===== config.mk =====
export PLATFORM = sky130hd
export DESIGN_NAME = cidec_core
export DESIGN_NICKNAME = d
export VERILOG_FILES = /design/src/hdl/cidec_pkg.sv /design/src/hdl/cidec_core.sv
export SDC_FILE = /design/constraint.sdc
export NUM_CORES = 1
export LEC_CHECK = 0
export ABC_AREA = 1
export BUFFER_PORTS_ARGS = -buffer_cell sky130_fd_sc_hd__buf_4
export CORE_ASPECT_RATIO = 1.2
export CORE_UTILIZATION = 50
export CTS_CLUSTER_DIAMETER = 80
export DETAILED_ROUTE_END_ITERATION = 7
export PLACE_DENSITY = 0.75
export SETUP_SLACK_MARGIN = 0.1
export SYNTH_ARGS = -nofsm -noshare
export SYNTH_HDL_FRONTEND = slang
export SYNTH_SLANG_ARGS = --single-unit

===== constraint.sdc =====
create_clock -name core_clk_i -period 7.4 [get_ports core_clk_i]
set_input_delay 1.48 -clock core_clk_i [delete_from_list [all_inputs] [get_ports core_clk_i]]
set_output_delay 1.48 -clock core_clk_i [all_outputs]
set_load 0.005 [all_outputs]

===== src/hdl/cidec_pkg.sv =====
package cidec_pkg;
	// ------------------------------------------------------------
	// widths and fixed values
	// ------------------------------------------------------------
	localparam int ADDR_W = 11;
	localparam logic [10:0] SP_RESET = 11'h07f;
	localparam logic [10:0] PC_RESET = 11'h000;
	localparam logic [7:0] ACC_RESET = 8'h00;
	localparam logic [7:0] IDX_RESET = 8'h00;
	localparam logic [10:0] BR_BIAS = 11'h002;
	localparam int BASIC_INSTR_COUNT = 59;
	// ------------------------------------------------------------
	// opcode anchors
	// ------------------------------------------------------------
	localparam logic [7:0] OP_BR_FIRST = 8'h20;
	localparam logic [7:0] OP_BR_CC = 8'h24;
	localparam logic [7:0] OP_BR_CS = 8'h25;
	localparam logic [7:0] OP_BR_MC = 8'h2c;
	localparam logic [7:0] OP_BR_MS = 8'h2d;
	localparam logic [7:0] OP_BR_IL = 8'h2e;
	localparam logic [7:0] OP_BR_IH = 8'h2f;
	localparam logic [7:0] OP_BSR = 8'had;
	localparam logic [7:0] OP_STACK_REINIT = 8'h9c;
	localparam logic [3:0] HI_RMW_TEST = 4'hd;
	localparam logic [3:0] LO_JMP = 4'hc;
	localparam logic [3:0] LO_JSR = 4'hd;
	// ------------------------------------------------------------
	// cycle counts
	// ------------------------------------------------------------
	localparam logic [3:0] CYC_BIT_SETCLR = 4'h7;
	localparam logic [3:0] CYC_BIT_BRANCH = 4'ha;
	localparam logic [3:0] CYC_REL = 4'h4;
	localparam logic [3:0] CYC_BSR = 4'h8;

	typedef enum logic [3:0] {
		AM_IMPLIED, AM_IMM, AM_DIR, AM_EXT, AM_REL,
		AM_IX0, AM_IX1, AM_IX2, AM_BSC, AM_BTB
	} cidec_amode_e;

	// decoded instruction shape
	typedef struct packed {
		cidec_amode_e amode;
		logic [1:0] length;
		logic [3:0] cycles;
		logic write_back;
		logic valid;
	} cidec_decode_s;

	// programmer-visible state offered by the core around the decoder
	typedef struct packed {
		logic [7:0] acc;
		logic [7:0] idx;
		logic carry;
		logic irq_mask;
		logic zero;
		logic neg;
		logic half;
	} cidec_cpu_s;
endpackage : cidec_pkg


===== src/hdl/cidec_core.sv =====
`timescale 1ns/10ps
// Overview of operation
// - decode all 59 basic instructions across five instruction groups.
// - immediate is two bytes; operand byte follows opcode; address is PC plus 1.
// - direct uses second byte as page-zero address, upper bits zero.
// - extended uses two following bytes as address; three bytes long.
// - taken branch goes to PC plus 2 plus signed byte; not taken adds zero.
// - indexed no offset is one byte; address is index register.
// - indexed 8-bit offset adds unsigned byte to index; two bytes long.
// - indexed 16-bit offset adds two bytes to index; three bytes long.
// - bit set 10+2n, clear 11+2n, page-zero address, 2 bytes, 7 cycles.
// - bit test branch 2n/01+2n, three bytes, bit to carry, 10 cycles.
// - bit manipulation addresses stay within the first 256 bytes.
// - implied instructions are one byte with no address or operand fetch.
// - register/memory opcodes and cycle counts follow the column layout.
// - jumps have no immediate form; subroutine jump takes 7,8,7,8,9 cycles.
// - read/modify/write reads, modifies, writes back; cycles 4,4,6,6,7.
// - test-negative-zero reads its operand but skips the write-back.
// - relative branches 20..2F take 2 bytes, 4 cycles; AD takes 8.
// - 2E branches on interrupt pin low, 2F on pin high.
// - 2C branches on mask clear, 2D on mask set.
// - 24 branches on carry clear, 25 on carry set.
// - all addresses and branch targets are 11 bits wide.
// - stack pointer loads 07F on reset and on the reinit opcode.
module cidec_core (
	input wire logic core_clk_i,
	input wire logic rst_n_i,
	input wire logic instr_valid_i,
	input wire logic [7:0] opcode_i,
	input wire logic [7:0] byte1_i,
	input wire logic [7:0] byte2_i,
	input wire logic [10:0] pc_i,
	input wire cidec_pkg::cidec_cpu_s cpu_i,
	input wire logic irq_pin_i,
	output logic done_o,
	output cidec_pkg::cidec_decode_s decode_o,
	output logic [10:0] eff_addr_o,
	output logic [10:0] next_pc_o,
	output logic [2:0] bit_sel_o,
	output logic branch_taken_o,
	output logic carry_load_o,
	output logic carry_val_o,
	output logic mem_read_o,
	output logic mem_write_o,
	output logic [10:0] sp_o
);
	import cidec_pkg::*;

	// ------------------------------------------------------------
	// helpers
	// ------------------------------------------------------------
	// condition evaluation for the 20..2F row; bit tests use the tested bit instead
	function automatic logic br_cond(input logic [3:0] lo, input cidec_cpu_s c, input logic pin);
		logic r;
		r = 1'b0;
		unique case (lo[3:1])
			3'd0: r = 1'b1;
			3'd1: r = ~(c.carry | c.zero);
			3'd2: r = ~c.carry;
			3'd3: r = ~c.zero;
			3'd4: r = ~c.half;
			3'd5: r = ~c.neg;
			3'd6: r = ~c.irq_mask;
			3'd7: r = ~pin;
		endcase
		br_cond = lo[0] ? ~r : r;
	endfunction : br_cond

	// pin passes three flops; a change counts once stages two and three agree
	logic [2:0] pin_sync_ff;
	logic pin_ff;
	logic nxt_pin;

	// ------------------------------------------------------------
	// opcode classification
	// ------------------------------------------------------------
	wire logic [3:0] hi = opcode_i[7:4];
	wire logic [3:0] lo = opcode_i[3:0];
	wire logic is_btb = (hi == 4'h0);
	wire logic is_bsc = (hi == 4'h1);
	wire logic is_rel = (hi == 4'h2) || (opcode_i == OP_BSR);
	wire logic is_rmw = (hi >= 4'h3) && (hi <= 4'h7);
	wire logic is_ctl = (hi == 4'h8) || (hi == 4'h9);
	wire logic is_rm = (hi >= 4'ha) && (opcode_i != OP_BSR);
	wire logic rm_store = (lo == 4'h7) || (lo == 4'hf);
	wire logic rm_jump = (lo == LO_JMP) || (lo == LO_JSR);
	// undefined holes of the map; keeps count at the 59 basic instructions
	wire logic rm_bad = (hi == 4'ha) && (rm_store || rm_jump);
	wire logic rmw_bad = (lo == 4'h1) || (lo == 4'h2) || (lo == 4'h5) || (lo == 4'hb) || (lo == 4'he);
	wire logic ctl_ok = (opcode_i == 8'h80) || (opcode_i == 8'h81) || (opcode_i == 8'h83)
		|| (opcode_i == 8'h97) || ((hi == 4'h9) && (lo >= 4'h8) && (lo <= 4'hd)) || (opcode_i == 8'h9f);
	wire logic op_ok = is_btb || is_bsc || is_rel || (is_rmw && !rmw_bad) || (is_ctl && ctl_ok)
		|| (is_rm && !rm_bad);

	// ------------------------------------------------------------
	// addressing mode, length and cycles
	// ------------------------------------------------------------
	cidec_decode_s dec;
	always_comb begin
		dec = '0;
		dec.valid = op_ok;
		dec.write_back = 1'b0;
		if (is_btb) begin
			dec.amode = AM_BTB;
			dec.length = 2'd3;
			dec.cycles = CYC_BIT_BRANCH;
		end else if (is_bsc) begin
			dec.amode = AM_BSC;
			dec.length = 2'd2;
			dec.cycles = CYC_BIT_SETCLR;
			dec.write_back = 1'b1;
		end else if (is_rel) begin
			dec.amode = AM_REL;
			dec.length = 2'd2;
			dec.cycles = (opcode_i == OP_BSR) ? CYC_BSR : CYC_REL;
		end else if (is_rmw) begin
			dec.write_back = (lo != HI_RMW_TEST);
			unique case (hi)
				4'h3: begin dec.amode = AM_DIR; dec.length = 2'd2; dec.cycles = 4'd6; end
				4'h6: begin dec.amode = AM_IX1; dec.length = 2'd2; dec.cycles = 4'd7; end
				4'h7: begin dec.amode = AM_IX0; dec.length = 2'd1; dec.cycles = 4'd6; end
				default: begin dec.amode = AM_IMPLIED; dec.length = 2'd1; dec.cycles = 4'd4; end
			endcase
		end else if (is_ctl) begin
			dec.amode = AM_IMPLIED;
			dec.length = 2'd1;
			unique case (opcode_i)
				8'h80: dec.cycles = 4'd9;
				8'h81: dec.cycles = 4'd6;
				8'h83: dec.cycles = 4'd11;
				default: dec.cycles = 4'd2;
			endcase
		end else begin
			// register/memory columns A..F; stores add one, jumps shift per lo
			unique case (hi)
				4'ha: begin dec.amode = AM_IMM; dec.length = 2'd2; dec.cycles = 4'd2; end
				4'hb: begin dec.amode = AM_DIR; dec.length = 2'd2; dec.cycles = 4'd4; end
				4'hc: begin dec.amode = AM_EXT; dec.length = 2'd3; dec.cycles = 4'd5; end
				4'hd: begin dec.amode = AM_IX2; dec.length = 2'd3; dec.cycles = 4'd6; end
				4'he: begin dec.amode = AM_IX1; dec.length = 2'd2; dec.cycles = 4'd5; end
				default: begin dec.amode = AM_IX0; dec.length = 2'd1; dec.cycles = 4'd4; end
			endcase
			if (rm_store)
				dec.cycles = dec.cycles + 4'd1;
			else if (lo == LO_JMP)
				dec.cycles = dec.cycles - 4'd1;
			else if (lo == LO_JSR)
				dec.cycles = dec.cycles + 4'd3;
		end
	end

	// ------------------------------------------------------------
	// effective address and branch target
	// ------------------------------------------------------------
	wire logic [10:0] wide_op = {byte1_i[2:0], byte2_i};
	wire logic [10:0] idx_ext = {3'b000, cpu_i.idx};
	wire logic [7:0] disp = is_btb ? byte2_i : byte1_i;
	wire logic [10:0] disp_ext = {{3{disp[7]}}, disp};
	wire logic bit_val = byte2_i[opcode_i[3:1]];
	wire logic take = is_btb ? (bit_val ^ opcode_i[0]) :
		(opcode_i == OP_BSR) ? 1'b1 : br_cond(lo, cpu_i, pin_ff);
	wire logic [10:0] len_ext = {9'd0, dec.length};
	wire logic [10:0] fall_pc = pc_i + len_ext;
	// btb is three bytes: target counts from end of instruction
	wire logic [10:0] br_base = is_btb ? fall_pc : (pc_i + BR_BIAS);
	wire logic [10:0] br_target = br_base + (take ? disp_ext : 11'h000);
	logic [10:0] ea;
	always_comb begin
		unique case (dec.amode)
			AM_IMM: ea = pc_i + 11'h001;
			AM_DIR, AM_BSC, AM_BTB: ea = {3'b000, byte1_i};
			AM_EXT: ea = wide_op;
			AM_IX0: ea = idx_ext;
			AM_IX1: ea = idx_ext + {3'b000, byte1_i};
			AM_IX2: ea = idx_ext + wide_op;
			default: ea = 11'h000;
		endcase
	end
	wire logic is_jmp = is_rm && rm_jump;
	wire logic [10:0] nxt_pc = (is_rel || is_btb) ? br_target : is_jmp ? ea : fall_pc;
	wire logic rd = dec.valid && (dec.amode != AM_IMPLIED) && (dec.amode != AM_REL)
		&& (dec.amode != AM_IMM) && !is_jmp && !(is_rm && rm_store);
	wire logic wr = dec.valid && ((is_rmw && dec.write_back && dec.amode != AM_IMPLIED)
		|| is_bsc || (is_rm && rm_store));
	wire logic sp_reinit = instr_valid_i && (opcode_i == OP_STACK_REINIT);

	// ------------------------------------------------------------
	// registered outputs
	// ------------------------------------------------------------
	// pin synchroniser; only stages two and three are compared
	assign nxt_pin = (pin_sync_ff[1] == pin_sync_ff[2]) ? pin_sync_ff[2] : pin_ff;
	always_ff @(posedge core_clk_i) begin
		if (!rst_n_i) begin
			pin_sync_ff <= 3'b111;
			pin_ff <= 1'b1;
		end else begin
			pin_sync_ff <= {pin_sync_ff[1:0], irq_pin_i};
			pin_ff <= nxt_pin;
		end
	end

	// results latch one cycle after the instruction is presented
	always_ff @(posedge core_clk_i) begin
		if (!rst_n_i) begin
			done_o <= 1'b0;
			decode_o <= '0;
			eff_addr_o <= 11'h000;
			next_pc_o <= PC_RESET;
			bit_sel_o <= 3'd0;
			branch_taken_o <= 1'b0;
			carry_load_o <= 1'b0;
			carry_val_o <= 1'b0;
			mem_read_o <= 1'b0;
			mem_write_o <= 1'b0;
		end else begin
			done_o <= instr_valid_i;
			decode_o <= dec;
			eff_addr_o <= ea;
			next_pc_o <= nxt_pc;
			bit_sel_o <= opcode_i[3:1];
			branch_taken_o <= instr_valid_i && (is_rel || is_btb) && take;
			carry_load_o <= instr_valid_i && is_btb;
			carry_val_o <= bit_val;
			mem_read_o <= instr_valid_i && rd;
			mem_write_o <= instr_valid_i && wr;
		end
	end

	// stack pointer: only the reset value and reinit are owned here
	always_ff @(posedge core_clk_i) begin
		if (!rst_n_i)
			sp_o <= SP_RESET;
		else if (sp_reinit)
			sp_o <= SP_RESET;
	end
endmodule : cidec_core


==> Implementation_results.wiki <==
{| class="wikitable"
! Metric !! Value
|-
| Number of buffers added to fix hold violations after cts || 0
|-
| Internal power || 0.496 mW
|-
| Fraction of power spent switching nets || 0.374
|-
| Clock tree from TritonCTS || done
|-
| Net load switching power || 0.297 mW
|-
| Fraction of final layout cells sized beyond drive strength 1 || 0.160
|-
| Maximum number of pins on one net before global-route repair || 30
|-
| Global-route wire length before repair || 24000 um
|-
| Total negative setup slack || 0 ps
|-
| Most used DFF post-synth || sky130_fd_sc_hd__dfxtp_1
|-
| Lkg Pwr || 3.00 nW
|-
| Top Ports || 114
|-
| Part of the power in combinational logic || 0.391
|-
| Number of warnings reported in the yosys synthesis log || 0
|-
| Initial detailed-routing violation count || 249
|-
| Average via count per standard cell || 5.36
|-
| Total area of multi-input combinational cells || 3180 um2
|-
| Sequential fraction of design power || 0.350
|-
| Areal power density over the cells || 143 nW/um2
|-
| Total wire length after detailed routing || 14800 um
|-
| Unrepaired setup endpoints after global routing || false
|-
| Clock slew at reported path FFs || 110 ps
|-
| Number of enable-type register cells in the synthesized netlist || 0
|-
| Final Slew Violations || 0
|-
| Routability Congestion || 0.996
|-
| Proportion of synthesized flip-flops having asynchronous set or reset || 0
|-
| Die Outline Area || 9850 um2
|-
| Num CTS Buffers || 5
|-
| Worst slew slack as a fraction of its limit || 0.302
|-
| Global-route track usage on met1 || 0.357
|-
| Area of the mapped netlist || 4730 um2
|-
| HPWL after DPL || 11900 um
|-
| Run status || complete, no violations
|-
| CP required || 7660 ps
|-
| Gates resized, CTS repair || 0
|-
| Worst Max-Slew Pin Slew || 1050 ps
|-
| Maximum buffer depth of the clock tree || 2
|-
| Number of global-route vias before repair || 4887
|-
| Number of placement rows || 38
|-
| Area occupied by registers || 941 um2
|-
| Final worst slack || 2390 ps
|-
| Worst clock skew || 13.0 ps
|-
| Path class of the lowest-slack min-delay path || register to register
|-
| Highest achievable clock rate || 0.200 GHz
|-
| Number of clock sinks || 47
|-
| Count of fill cells added during filler insertion || 941
|-
| Number of vias after detailed routing || 5320
|-
| Flip-flop and latch count after synthesis || 47
|-
| Clock network power share || 0.259
|-
| Source-to-sink clock delay at the later pin of the worst-skew pair || 330 ps
|-
| Count of H-tree levels built during CTS || 2
|-
| CP Capture Type || register
|-
| Net count reported at finish || 969
|-
| Total GRT Usage || 0.308
|-
| Placed instance area || 5440 um2
|-
| Avg Inst Size Synth || 5.97 um2
|-
| Antenna-violating nets left || 0
|-
| Number of diodes added for antenna fixing || 0
|-
| Met3 Use GR || 0.0366
|-
| Count of maximum capacitance violations || 0
|-
| Relative area change from synthesis to final layout || 17.6%
|-
| Number of standard cells after synthesis || 791
|-
| Pre-CTS worst setup slack || 2100 ps
|-
| Kind of start point of the critical path || input pin
|-
| Post-route core utilization || 0.609
|-
| DRC errors left || 0
|-
| Die X || 90.8 um
|-
| Crit Path Max Fanout || 14
|-
| Data arrival time of the critical path || 5270 ps
|-
| Setup Crit Path Kind || input pin to register
|-
| Setup-failing EPs final || 0
|-
| Worst hold margin || 431 ps
|-
| Shortest period the worst path allows || 5010 ps
|-
| Post-DR wirelength/cell || 14.9 um
|-
| Die span in y || 109 um
|-
| Worst vdd ir || 104 uV
|-
| Initial cell density of the core || 0.518
|-
| Clock tree root driver cell || sky130_fd_sc_hd__clkbuf_8
|-
| Initial antenna violation count || 0
|-
| Global-route met2 utilization || 0.552
|-
| GR Overflow Total || 0
|-
| Setup Buffers After CTS || 0
|-
| Sequential-to-total area share from yosys stat || 0.199
|-
| Final Hold Fails || 0
|-
| Unique masters post-synth || 47
|-
| Detailed Routing Iterations Pass 1 || 5
|-
| Count of input and output buffers || 94
|-
| GR peak layer || met2
|-
| Final Instance Area || 5560 um2
|-
| Floorplan core area || 9130 um2
|-
| Fraction of the cycle the final worst path needs || 0.677
|}
critical path, stage by stage:
cell and delay [ps]:
sky130_fd_sc_hd__buf_4 160, sky130_fd_sc_hd__inv_2 140, sky130_fd_sc_hd__nand3_4 140, sky130_fd_sc_hd__nor2_2 140, sky130_fd_sc_hd__nand2_2 120, sky130_fd_sc_hd__nand2_1 180
sky130_fd_sc_hd__nor2_1 80, sky130_fd_sc_hd__nand2_1 100, sky130_fd_sc_hd__inv_1 80, sky130_fd_sc_hd__fa_1 470, sky130_fd_sc_hd__inv_1 80, sky130_fd_sc_hd__nand3_1 100
sky130_fd_sc_hd__nor2_1 270, sky130_fd_sc_hd__xnor2_1 180, sky130_fd_sc_hd__o21ai_0 100, sky130_fd_sc_hd__ha_1 370, sky130_fd_sc_hd__nand2_1 100, sky130_fd_sc_hd__o21a_1 120
sky130_fd_sc_hd__nand2_1 80, sky130_fd_sc_hd__nand2_1 60, sky130_fd_sc_hd__nand2_1 50, sky130_fd_sc_hd__a21oi_1 270, sky130_fd_sc_hd__inv_1 70, sky130_fd_sc_hd__nand3_1 90
sky130_fd_sc_hd__nand3_1 90, sky130_fd_sc_hd__a21oi_2 130
registers in the layout, summed over array words and instances (netlist names):
name            flops
carry_val_o         1
branch_taken_o      1
mem_read_o          1
decode_o           12
pin_ff              1
next_pc_o          11
eff_addr_o         11
carry_load_o        1
done_o              1
pin_sync_ff         3
bit_sel_o           3
mem_write_o         1
cell usage after synthesis (2+ instances only):
| master | instances | area share |
|---|---|---|
| sky130_fd_sc_hd__conb_1 | 2 | 0.0016 |
| sky130_fd_sc_hd__a22o_1 | 3 | 0.0056 |
| sky130_fd_sc_hd__fa_1 | 4 | 0.017 |
| sky130_fd_sc_hd__nand2_2 | 5 | 0.0066 |
| sky130_fd_sc_hd__buf_4 | 13 | 0.021 |
| sky130_fd_sc_hd__o21ai_1 | 9 | 0.0095 |
| sky130_fd_sc_hd__nand3_1 | 65 | 0.069 |
| sky130_fd_sc_hd__a31oi_1 | 2 | 0.0026 |
| sky130_fd_sc_hd__inv_1 | 109 | 0.087 |
| sky130_fd_sc_hd__clkbuf_1 | 8 | 0.0064 |
| sky130_fd_sc_hd__o21ai_0 | 51 | 0.054 |
| sky130_fd_sc_hd__dfxtp_1 | 47 | 0.20 |
| sky130_fd_sc_hd__a21oi_1 | 70 | 0.074 |
| sky130_fd_sc_hd__nand4_1 | 7 | 0.0093 |
| sky130_fd_sc_hd__nor2_4 | 4 | 0.0095 |
| sky130_fd_sc_hd__ha_1 | 33 | 0.087 |
| sky130_fd_sc_hd__o21a_1 | 2 | 0.0032 |
| sky130_fd_sc_hd__xnor2_1 | 3 | 0.0056 |
| sky130_fd_sc_hd__nand3_2 | 2 | 0.0042 |
| sky130_fd_sc_hd__buf_2 | 6 | 0.0064 |
| sky130_fd_sc_hd__nand2_1 | 205 | 0.16 |
| sky130_fd_sc_hd__inv_2 | 14 | 0.011 |
| sky130_fd_sc_hd__nor3_1 | 9 | 0.0095 |
| sky130_fd_sc_hd__xor2_1 | 15 | 0.028 |
| sky130_fd_sc_hd__nor2_1 | 76 | 0.060 |
| sky130_fd_sc_hd__or2_2 | 6 | 0.0079 |
cell type report:
type	instances	share of cell area
Multi-Input combinational cell	600	0.572
Sequential cell	47	0.169
Timing Repair Buffer	94	0.127
Inverter	124	0.0842
Tap cell	120	0.0270
Clock buffer	5	0.0124
Clock inverter	3	0.00833
through the flow:
| step | power (mW) | cells |
|---|---|---|
| final | 0.793 | 993 |
| after global routing | 0.847 | 993 |
| after CTS | 0.793 | 993 |
| after detailed placement | 0.589 | 985 |
| after global placement | 0.584 | 985 |
| after floorplan | 0.483 | 800 |
cells in the final DEF, fill, tap and decap left out, types with 2 or more instances in the layout:
cell type and n:
sky130_fd_sc_hd__dfxtp_1 47, sky130_fd_sc_hd__a31oi_1 2, sky130_fd_sc_hd__xnor2_1 3, sky130_fd_sc_hd__nand4_1 7
sky130_fd_sc_hd__inv_2 14, sky130_fd_sc_hd__nor3_1 9, sky130_fd_sc_hd__nand2_2 5, sky130_fd_sc_hd__or2_2 6
sky130_fd_sc_hd__a21oi_1 70, sky130_fd_sc_hd__conb_1 11, sky130_fd_sc_hd__nor2_4 4, sky130_fd_sc_hd__o21a_1 2
sky130_fd_sc_hd__clkbuf_8 5, sky130_fd_sc_hd__nand3_2 2, sky130_fd_sc_hd__a22o_1 3, sky130_fd_sc_hd__nand3_1 65
sky130_fd_sc_hd__nor2_1 76, sky130_fd_sc_hd__ha_1 33, sky130_fd_sc_hd__buf_4 94, sky130_fd_sc_hd__o21ai_0 51
sky130_fd_sc_hd__o21ai_1 9, sky130_fd_sc_hd__fa_1 4, sky130_fd_sc_hd__xor2_1 15, sky130_fd_sc_hd__inv_1 109
sky130_fd_sc_hd__nand2_1 205
path summary, 6_finish.rpt:
path / from / to / slack (ps) / depth (start not counted)
worst min-delay path: pin_sync_ff[0]$_SDFF_PN1_ / pin_sync_ff[1]$_SDFF_PN1_ / 430 / 1
worst max register to register: pin_ff$_SDFFE_PN1N_ / next_pc_o[10]$_SDFF_PN0_ / 4130 / 24
worst min register to register: pin_sync_ff[0]$_SDFF_PN1_ / pin_sync_ff[1]$_SDFF_PN1_ / 430 / 1
worst max-delay path: opcode_i[1] / next_pc_o[10]$_SDFF_PN0_ / 2390 / 26
power by group through the flow:
stage	clock [mW]	sequential (mW)	combinational [mW]
6_report	0.206	0.277	0.310
5_1_grt	0.219	0.279	0.349
4_1_cts	0.208	0.277	0.308
3_5_place_dp	0	0.283	0.306
3_3_place_gp	0	0.283	0.301
2_1_floorplan	0	0.285	0.198
kinds of logic after synthesis:
group,count (synthesis),synth area share
flops,47,0.199
simple gates,386,0.356
other cells,2,0.00159
buf+inv,153,0.136
xor+xnor,18,0.0334
compound gates,148,0.169
fa+ha+maj,37,0.104
layer usage:
| metal | wire, um | vias up |
|---|---|---|
| met5 | 0 | - |
| met4 | 726 | 0 |
| met3 | 769 | 57 |
| met2 | 7250 | 210 |
| met1 | 6030 | 2366 |
| li1 | - | 2687 |
(Power assumes the default switching activity.)
